<file path="src/supply_regs_pkg.sv">
/*
 * package for the auxiliary supply register bank: offsets, field positions,
 * reset values and the bus request carrier.
 * assumes a 16-bit register port with byte addressing and byte enables.
 */
package supply_regs_pkg;
    localparam int ADDR_W = 5;
    localparam logic [4:0] OFF_CTRL0 = 5'h00;
    localparam logic [4:0] OFF_CTRL1 = 5'h02;
    localparam logic [4:0] OFF_CTRL2 = 5'h04;
    localparam logic [4:0] OFF_CHG2 = 5'h12;
    localparam logic [4:0] OFF_CHG3 = 5'h14;
    localparam logic [4:0] OFF_CONV = 5'h16;
    localparam logic [4:0] OFF_FLAGS = 5'h1A;
    localparam logic [4:0] OFF_ENABLES = 5'h1C;
    localparam logic [4:0] OFF_VECTOR = 5'h1E;
    localparam logic [7:0] KEY_UNLOCK = 8'hA5;
    localparam logic [7:0] KEY_READ = 8'h96;
    localparam int LOCK_POS = 0;
    localparam int SW_LSB = 1;
    localparam int MODE_LSB = 8;
    localparam int OK_LSB = 0;
    localparam int PRIO_POS = 3;
    localparam logic [15:0] CTRL1_WMASK = 16'h070F;
    localparam logic [15:0] CTRL2_WMASK = 16'h3777;
    localparam logic [15:0] RST_CTRL0 = 16'h9601;
    localparam logic [15:0] RST_CTRL1 = 16'h0000;
    localparam logic [15:0] RST_CTRL2 = 16'h0000;
    localparam logic [15:0] RST_CHG = 16'h5A00;
    localparam logic [15:0] RST_PLAIN = 16'h0000;

    typedef struct packed {
        logic wr;
        logic rd;
        logic [4:0] addr;
        logic [1:0] byte_en;
        logic [15:0] wdata;
    } bus_req_s;
endpackage

</file>
<file path="src/aux_supply_key_register_bank.sv">
/*
 * register bank of the auxiliary supply switching unit: key protection,
 * lock bit, switch state readback, mode/priority/okay control.
 * assumes a same-clock register port; monitor and power-down inputs are pins.
 */
// Design decision made here: the address-and-strobe port.
`timescale 1ns/1ps

// Notes on behaviour
// - writing A5h to the key byte enables protected register writes
// - a byte write of a wrong key disables protected writes
// - a word write with a wrong key byte also disables writes
// - protected writes other than control zero are dropped while disabled
// - the key byte always reads back 96h
// - key writes take effect only while the lock bit is clear or is cleared by the same write
// - one write may clear the lock and give the key together
// - the lock bit may be cleared by software, never set
// - hardware sets the lock bit after core power-down
// - while locked the system runs from primary or first auxiliary
// - bits 3..1 report second aux, first aux, primary switch closed
// - reserved bits read as zero
// - only the second and third control registers are key protected
// - mode bit zero means hardware monitoring, one means software
// - okay flag follows monitor in hardware mode, software in software mode
// - priority bit set prefers second auxiliary over first
module aux_supply_key_register_bank (
    input wire logic clk,
    input wire logic reset,
    input wire logic [4:0] addr,
    input wire logic [15:0] wdata,
    input wire logic [1:0] byte_en,
    input wire logic wr,
    input wire logic rd,
    output logic [15:0] rdata,
    input wire logic [2:0] monitor_ok_pin,
    input wire logic core_power_down_pin,
    output logic [2:0] switch_closed,
    output logic [2:0] okay_out,
    output logic protected_writable
);
    supply_regs_pkg::bus_req_s req;
    logic [2:0] mon_sync1;
    logic [2:0] mon_sync2;
    logic pd_sync1;
    logic pd_sync2;
    logic lock;
    logic [15:0] ctrl1;
    logic [15:0] ctrl2;
    logic [15:0] chg2;
    logic [15:0] chg3;
    logic [15:0] conv;
    logic [15:0] flags;
    logic [15:0] enables;
    logic [15:0] vector;
    logic write_enabled;
    logic [2:0] switch_state;
    logic wr_ctrl0;
    logic key_write;
    logic lock_clear_now;
    logic prot_ok;
    logic [15:0] bmask;
    logic [15:0] next_ctrl1;
    logic [15:0] read_word;

    // bus request bundle
    assign req = '{wr: wr, rd: rd, addr: addr, byte_en: byte_en, wdata: wdata};

    // byte lane mask from enables
    assign bmask = {{8{req.byte_en[1]}}, {8{req.byte_en[0]}}};

    // pin synchronisers
    always_ff @(posedge clk) begin
        if (reset) begin
            mon_sync1 <= 3'h0;
            mon_sync2 <= 3'h0;
            pd_sync1 <= 1'b0;
            pd_sync2 <= 1'b0;
        end else begin
            mon_sync1 <= monitor_ok_pin;
            mon_sync2 <= mon_sync1;
            pd_sync1 <= core_power_down_pin;
            pd_sync2 <= pd_sync1;
        end
    end

    // first control register decode
    assign wr_ctrl0 = req.wr && req.addr == supply_regs_pkg::OFF_CTRL0;
    // any upper-byte write to the first control register is a key write
    assign key_write = wr_ctrl0 && req.byte_en[1];
    assign lock_clear_now = wr_ctrl0 && req.byte_en[0] && !req.wdata[supply_regs_pkg::LOCK_POS];
    assign prot_ok = write_enabled;

    supply_key_gate u_key (
        .clk(clk),
        .reset(reset),
        .key_write(key_write),
        .key_value(req.wdata[15:8]),
        .lock_clear_now(lock_clear_now),
        .locked(lock),
        .write_enabled(write_enabled)
    );

    // lock bit
    always_ff @(posedge clk) begin
        if (reset) begin
            lock <= supply_regs_pkg::RST_CTRL0[supply_regs_pkg::LOCK_POS];
        end else if (pd_sync2) begin
            // power-down sets lock, wins over clear
            lock <= 1'b1;
        end else if (lock_clear_now) begin
            // software may only clear
            // the first control register is never key gated, so the clear and
            // the key land together in one write
            lock <= 1'b0;
        end
    end

    always_comb begin
        next_ctrl1 = ctrl1;
        if (req.wr && req.addr == supply_regs_pkg::OFF_CTRL1 && prot_ok) begin
            next_ctrl1 = (ctrl1 & ~(bmask & supply_regs_pkg::CTRL1_WMASK))
                | (req.wdata & bmask & supply_regs_pkg::CTRL1_WMASK);
        end
        for (int i = 0; i < 3; i++) begin
            if (!next_ctrl1[supply_regs_pkg::MODE_LSB + i]) begin
                next_ctrl1[supply_regs_pkg::OK_LSB + i] = mon_sync2[i];
            end
        end
    end

    // second control register
    always_ff @(posedge clk) begin
        if (reset) begin
            ctrl1 <= supply_regs_pkg::RST_CTRL1;
        end else begin
            ctrl1 <= next_ctrl1;
        end
    end

    always_ff @(posedge clk) begin
        if (reset) begin
            ctrl2 <= supply_regs_pkg::RST_CTRL2;
        end else if (req.wr && req.addr == supply_regs_pkg::OFF_CTRL2 && prot_ok) begin
            ctrl2 <= (ctrl2 & ~(bmask & supply_regs_pkg::CTRL2_WMASK))
                | (req.wdata & bmask & supply_regs_pkg::CTRL2_WMASK);
        end
    end

    always_ff @(posedge clk) begin
        if (reset) begin
            chg2 <= supply_regs_pkg::RST_CHG;
            chg3 <= supply_regs_pkg::RST_CHG;
            conv <= supply_regs_pkg::RST_PLAIN;
            flags <= supply_regs_pkg::RST_PLAIN;
            enables <= supply_regs_pkg::RST_PLAIN;
            vector <= supply_regs_pkg::RST_PLAIN;
        end else if (req.wr) begin
            case (req.addr)
                supply_regs_pkg::OFF_CHG2: chg2 <= (chg2 & ~bmask) | (req.wdata & bmask);
                supply_regs_pkg::OFF_CHG3: chg3 <= (chg3 & ~bmask) | (req.wdata & bmask);
                supply_regs_pkg::OFF_CONV: conv <= (conv & ~bmask) | (req.wdata & bmask);
                supply_regs_pkg::OFF_FLAGS: flags <= (flags & ~bmask) | (req.wdata & bmask);
                supply_regs_pkg::OFF_ENABLES: enables <= (enables & ~bmask) | (req.wdata & bmask);
                supply_regs_pkg::OFF_VECTOR: vector <= (vector & ~bmask) | (req.wdata & bmask);
                default: ;
            endcase
        end
    end

    supply_switch_select u_sel (
        .clk(clk),
        .reset(reset),
        .okay(ctrl1[2:0]),
        .prefer_second(ctrl1[supply_regs_pkg::PRIO_POS]),
        .locked(lock),
        .switch_state(switch_state)
    );

    // read mux
    always_comb begin
        case (req.addr)
            supply_regs_pkg::OFF_CTRL0: read_word = {supply_regs_pkg::KEY_READ, 4'h0,
                switch_state, lock};
            supply_regs_pkg::OFF_CTRL1: read_word = ctrl1 & supply_regs_pkg::CTRL1_WMASK;
            supply_regs_pkg::OFF_CTRL2: read_word = ctrl2 & supply_regs_pkg::CTRL2_WMASK;
            supply_regs_pkg::OFF_CHG2: read_word = chg2;
            supply_regs_pkg::OFF_CHG3: read_word = chg3;
            supply_regs_pkg::OFF_CONV: read_word = conv;
            supply_regs_pkg::OFF_FLAGS: read_word = flags;
            supply_regs_pkg::OFF_ENABLES: read_word = enables;
            supply_regs_pkg::OFF_VECTOR: read_word = vector;
            default: read_word = 16'h0000;
        endcase
    end

    // registered read data and outputs
    always_ff @(posedge clk) begin
        if (reset) begin
            rdata <= 16'h0000;
            switch_closed <= 3'h1;
            okay_out <= 3'h0;
            protected_writable <= 1'b0;
        end else begin
            rdata <= req.rd ? read_word : 16'h0000;
            switch_closed <= switch_state;
            okay_out <= ctrl1[2:0];
            protected_writable <= write_enabled;
        end
    end

    chk_key_enable: assert property (@(posedge clk) disable iff (reset)
        key_write && (!lock || lock_clear_now) && wdata[15:8] == 8'hA5 |=> write_enabled)
        else $error("correct key did not enable writes");
    chk_word_wrong: assert property (@(posedge clk) disable iff (reset)
        wr_ctrl0 && byte_en == 2'b11 && !lock && wdata[15:8] != 8'hA5 |=> !write_enabled)
        else $error("word write with wrong key kept enable");
    chk_drop_write: assert property (@(posedge clk) disable iff (reset)
        wr && addr == supply_regs_pkg::OFF_CTRL2 && !write_enabled |=> $stable(ctrl2))
        else $error("protected write while disabled changed register");
    chk_key_read: assert property (@(posedge clk) disable iff (reset)
        rd && addr == supply_regs_pkg::OFF_CTRL0 |=> rdata[15:8] == 8'h96 && rdata[7:4] == 4'h0)
        else $error("key byte or reserved bits read wrong");
    chk_lock_clear: assert property (@(posedge clk) disable iff (reset)
        !lock && !pd_sync2 |=> !lock)
        else $error("lock bit set without power-down");
    chk_pd_lock: assert property (@(posedge clk) disable iff (reset)
        pd_sync2 |=> lock)
        else $error("lock not set after power-down");
    chk_sw_okay: assert property (@(posedge clk) disable iff (reset)
        ctrl1[8] && !(wr && addr == supply_regs_pkg::OFF_CTRL1) |=> $stable(ctrl1[0]))
        else $error("software okay flag changed by hardware");
    chk_hw_okay: assert property (@(posedge clk) disable iff (reset)
        !next_ctrl1[9] |=> ctrl1[1] == $past(mon_sync2[1]))
        else $error("hardware okay flag not following monitor");
    chk_sw_read: assert property (@(posedge clk) disable iff (reset)
        rd && addr == supply_regs_pkg::OFF_CTRL0 |=> rdata[3:1] == $past(switch_state))
        else $error("switch state readback mismatch");
endmodule

</file>
<file path="src/supply_key_gate.sv">
/*
 * key gate: holds the write-enable state set by the unlock key.
 * assumes writes to the first control register are flagged by the caller.
 */
`timescale 1ns/1ps
module supply_key_gate (
    input wire logic clk,
    input wire logic reset,
    input wire logic key_write,
    input wire logic [7:0] key_value,
    input wire logic lock_clear_now,
    input wire logic locked,
    output logic write_enabled
);
    // key sets enable, only while unlocked or in the write that clears the lock
    always_ff @(posedge clk) begin
        if (reset) begin
            write_enabled <= 1'b0;
        end else if (key_write && (!locked || lock_clear_now)) begin
            write_enabled <= (key_value == supply_regs_pkg::KEY_UNLOCK);
        end
    end

    chk_reset_disabled: assert property (@(posedge clk) $fell(reset) |-> !write_enabled)
        else $error("write enable not clear after reset");
    chk_wrong_key: assert property (@(posedge clk) disable iff (reset)
        key_write && !locked && key_value != supply_regs_pkg::KEY_UNLOCK
        |=> !write_enabled)
        else $error("wrong key left writes enabled");
    chk_locked_key: assert property (@(posedge clk) disable iff (reset)
        locked && !lock_clear_now |=> $stable(write_enabled))
        else $error("key took effect while locked");
endmodule

</file>
<file path="src/supply_switch_select.sv">
/*
 * switch selector: picks which supply switch is closed from okay flags,
 * priority and lock; output registered, one-hot.
 * assumes okay flags come from the register bank on the same clock.
 */
`timescale 1ns/1ps
module supply_switch_select (
    input wire logic clk,
    input wire logic reset,
    input wire logic [2:0] okay,
    input wire logic prefer_second,
    input wire logic locked,
    output logic [2:0] switch_state
);
    logic [2:0] next_switch_state;

    always_comb begin
        next_switch_state = 3'h0;
        if (okay[0] || locked && !okay[1]) begin
            next_switch_state = 3'h1;
        end else if (locked) begin
            next_switch_state = 3'h2;
        end else if (okay[2] && (prefer_second || !okay[1])) begin
            next_switch_state = 3'h4;
        end else if (okay[1]) begin
            next_switch_state = 3'h2;
        end else begin
            next_switch_state = 3'h1;
        end
    end

    always_ff @(posedge clk) begin
        if (reset) begin
            switch_state <= 3'h1;
        end else begin
            switch_state <= next_switch_state;
        end
    end

    chk_locked_supply: assert property (@(posedge clk) disable iff (reset)
        locked |=> !switch_state[2])
        else $error("locked system switched to second auxiliary supply");
    chk_priority_pick: assert property (@(posedge clk) disable iff (reset)
        !locked && !okay[0] && okay[1] && okay[2] |=> switch_state[2] == $past(prefer_second))
        else $error("auxiliary priority not respected");
endmodule

</file>
<file path="config.mk">
export PLATFORM = sky130hd
export DESIGN_NAME = aux_supply_key_register_bank
export DESIGN_NICKNAME = d
export VERILOG_FILES = /design/src/supply_regs_pkg.sv /design/src/aux_supply_key_register_bank.sv /design/src/supply_key_gate.sv /design/src/supply_switch_select.sv
export SDC_FILE = /design/constraint.sdc
export NUM_CORES = 1
export LEC_CHECK = 0
export BUFFER_PORTS_ARGS = -buffer_cell sky130_fd_sc_hd__buf_4
export CORE_ASPECT_RATIO = 0.75
export CORE_UTILIZATION = 52
export DETAILED_ROUTE_END_ITERATION = 8
export GPL_ROUTABILITY_DRIVEN = 0
export GPL_TIMING_DRIVEN = 0
export PLACE_DENSITY_LB_ADDON = 0.15
export REMOVE_ABC_BUFFERS = 1
export SETUP_SLACK_MARGIN = 0.1
export SYNTH_ARGS = -nofsm -noshare
export SYNTH_HDL_FRONTEND = slang
export SYNTH_SLANG_ARGS = --single-unit
export TNS_END_PERCENT = 10
</file>
<file path="constraint.sdc">
create_clock -name clk -period 2.3 [get_ports clk]
set_clock_uncertainty 0.2 [all_clocks]
set_input_delay 0.115 -clock clk [delete_from_list [all_inputs] [get_ports clk]]
set_output_delay 0.115 -clock clk [all_outputs]
set_load 0.02 [all_outputs]
</file>
==> results_dict.tcl <==
set metrics [dict create \
    fin_ws_ns 0.147 \
    dpl_cell_area_sq_um 6780 \
    clkSinkCount 150 \
    rsz0062_at_grt "true" \
    synth-main-ff-cell "dfxtp_1" \
    max_slew_margin_pct 10.4 \
    failed_checks "negative hold slack" \
    reg2reg_slack_ns 0.39 \
    reg2reg_depth 4 \
    fmax_mhz 464 \
    diodes 0 \
    dp_cells 820 \
    maxCapViolCount 0 \
    powerDensity_nw_per_um2 731 \
    cts.clk_slew.worst_paths_ns 0.06 \
    synth_top_area_share_pct 47.4 \
    vias 5235 \
    design_area_sq_um 7740 \
    outcome "complete, but fails checks" \
    syn_area_sq_um 6340 \
    slowest_delay_ns 0.75 \
    pre_cts_slack_ns -0.479 \
    critPathRequiredTime_ns 2.41 \
    cts_buffer_depth 2 \
    die-area_sq_um 12600 \
    drv_slew 0 \
    yosysTopAreaCell "dfxtp_1" \
    synth_edf_count 0 \
    fin_nets 738 \
    synth_seq_cells 150 \
    hold_class "input pin to flop" \
    ir_worst_vdd_v 0.000620 \
    grt_pass1_wl_um 27000 \
    layout.cells.non_filler 882 \
    initial_core_util_pct 54.0 \
    synthArstFlopShare_pct 0 \
    post-dp-hpwl_um 10800 \
    rows 34 \
    cp-start-kind "input pin" \
    path_max_fanout 28 \
    period_needed_ns 2.15 \
    drtPass1Iterations 6 \
    endpoint_kind "flop" \
    fp.coreArea_sq_um 11700 \
    yosys_warnings 0 \
    syn_inst 647 \
    grt_max_degree 134 \
    setup_viol 0 \
    synth.most_common_cell "dfxtp_1" \
    power_mw 5.66 \
    seq_area_sq_um 3000 \
    nFillCells 945 \
    grt_pass1_vias 5012 \
    die_w_um 129 \
    min_to "rdata[2]" \
    track_usage_pct 28.5 \
    setup_tns_ns 0 \
    routed_wl_um 17500 \
    die_h_um 97.6 \
    tightest_slew_ns 1.34 \
    cts_buffers 17 \
    ys_types 52 \
    clk_latency_ns 0.42 \
    drt_iter0_markers 581 \
    slowest_stage "nor3_4" \
    drive_gt1_share_pct 16.0 \
    grt_overflow 0 \
    ys_seq_area_share_pct 47.4 \
    p_leak_nw 2.80 \
    min-delay-start "addr[1]" \
    routedWlPerCell_um 19.8 \
    netlist_top_cells_count "dfxtp_1, mux2i_1, nor2_1, clkbuf_1, nor2b_1" \
    io_pins 54 \
    antenna_found_initial 0 \
    synth_area_leaders "dfxtp_1, mux2i_1, nor2_1" \
    cts_root_buf "clkbuf_16" \
    path_class "input pin to flop" \
    fin_hold_ws_ns -0.00597 \
    utilization_pct 65.9 \
    period_share_pct 93.6 \
    h-tree-depth 4 \
    cts_tree "done" \
    final_antenna_net_count 0 \
    io_buffers 53 \
    via_per_inst 5.94 \
    r2r-end "ctrl1[0]" \
    multiInputGateArea_sq_um 3160 \
    avgSynthCellArea_sq_um 9.79 \
    hold_depth 5 \
    cp_cell_sequence "buf_8 -> nand3b_1 -> nor3_4 -> a22oi_1 -> a41oi_1" \
    syn_to_final_growth_pct 22.2 \
    hold_violations 1 \
    drc_errors 0 \
    r2r_start "u_key.write_enabled" \
    cp.arrival_ns 2.27 \
]
## cell type report
class | count | share of cell area [%]
Multi-Input combinational cell | 442 | 40.8
Tap cell | 162 | 2.62
Sequential cell | 150 | 38.8
Clock inverter | 11 | 1.63
Clock buffer | 21 | 5.69
Timing Repair Buffer | 86 | 10.0
Inverter | 10 | 0.485
## cells by family after synthesis
logic type	Yosys count	synth area share, %
AO/OA/AOI/OAI	84	9.58
buffers and inverters	55	3.95
flip-flops	150	47.4
multiplexers	130	20.8
AND/OR/NAND/NOR	228	18.3
## how the worst max path moves through the flow
stage	start	end	slack, ns	depth (start not counted)
5_1_grt	addr[4]	rdata[8]	0.06	5
2_1_floorplan	addr[0]	flop	-0.21	4
6_report	addr[4]	rdata[8]	0.15	5
3_3_place_gp	addr[1]	flop	-1.41	5
3_5_place_dp	addr[1]	rdata[8]	-0.48	5
4_1_cts	addr[1]	flop	0.005	5
## worst max-delay path, delay by kind of cell
family,cells,cell delay [ns]
compound gates,2,0.54
buf+inv,1,0.22
simple gates,2,1.36
## cells in the final DEF, fill, tap and decap left out, types with 3 or more instances in the layout
cell type and instances:
nor3_4 5, inv_1 10, mux2_2 5, o21ai_0 5, clkinvlp_4 4, nand2_1 18, nor2_1 122, nand3_1 10
a22oi_1 11, a21oi_1 13, mux2i_1 124, clkbuf_16 17, buf_12 3, a31oi_1 16, nor3_1 7, clkbuf_1 4
a221oi_1 4, or3_1 3, nor3b_1 4, a32oi_1 5, a2111oi_0 6, and3_1 3, nand2b_1 5, dfxtp_1 150
nand3b_1 3, nor3_2 6, dlygate4sd3_1 28, nor2b_1 25, buf_4 51, a211o_1 8, or2_2 4
## what timing repair did
action / in CTS / in global routing
resized for setup: 2 / 13
hold endpoints to repair: 120 / 2
pin swaps: 0 / 3
hold buffers: 26 / 2
setup endpoints to repair: 20 / 58
buffers inserted: 0 / 2
## power breakdown
group          internal [mW]  switching [mW]  leakage [nW]
Sequential              2.62         0.00905          1.21
Combinational          0.128           0.223          1.32
Clock                   1.60            1.09         0.264
## routing by layer
metal  vias to the layer above  routed length, um  part of all wire [%]  track usage, %
met3                        27               1420                   8.1            6.55
met5                         -                  0                     0               0
met4                         0                228                   1.3            8.14
li1                       2407                  -                     -               -
met2                       230               8120                    47            45.9
met1                      2571               7690                    44            37.9
Power figures use the tool's default switching activity.
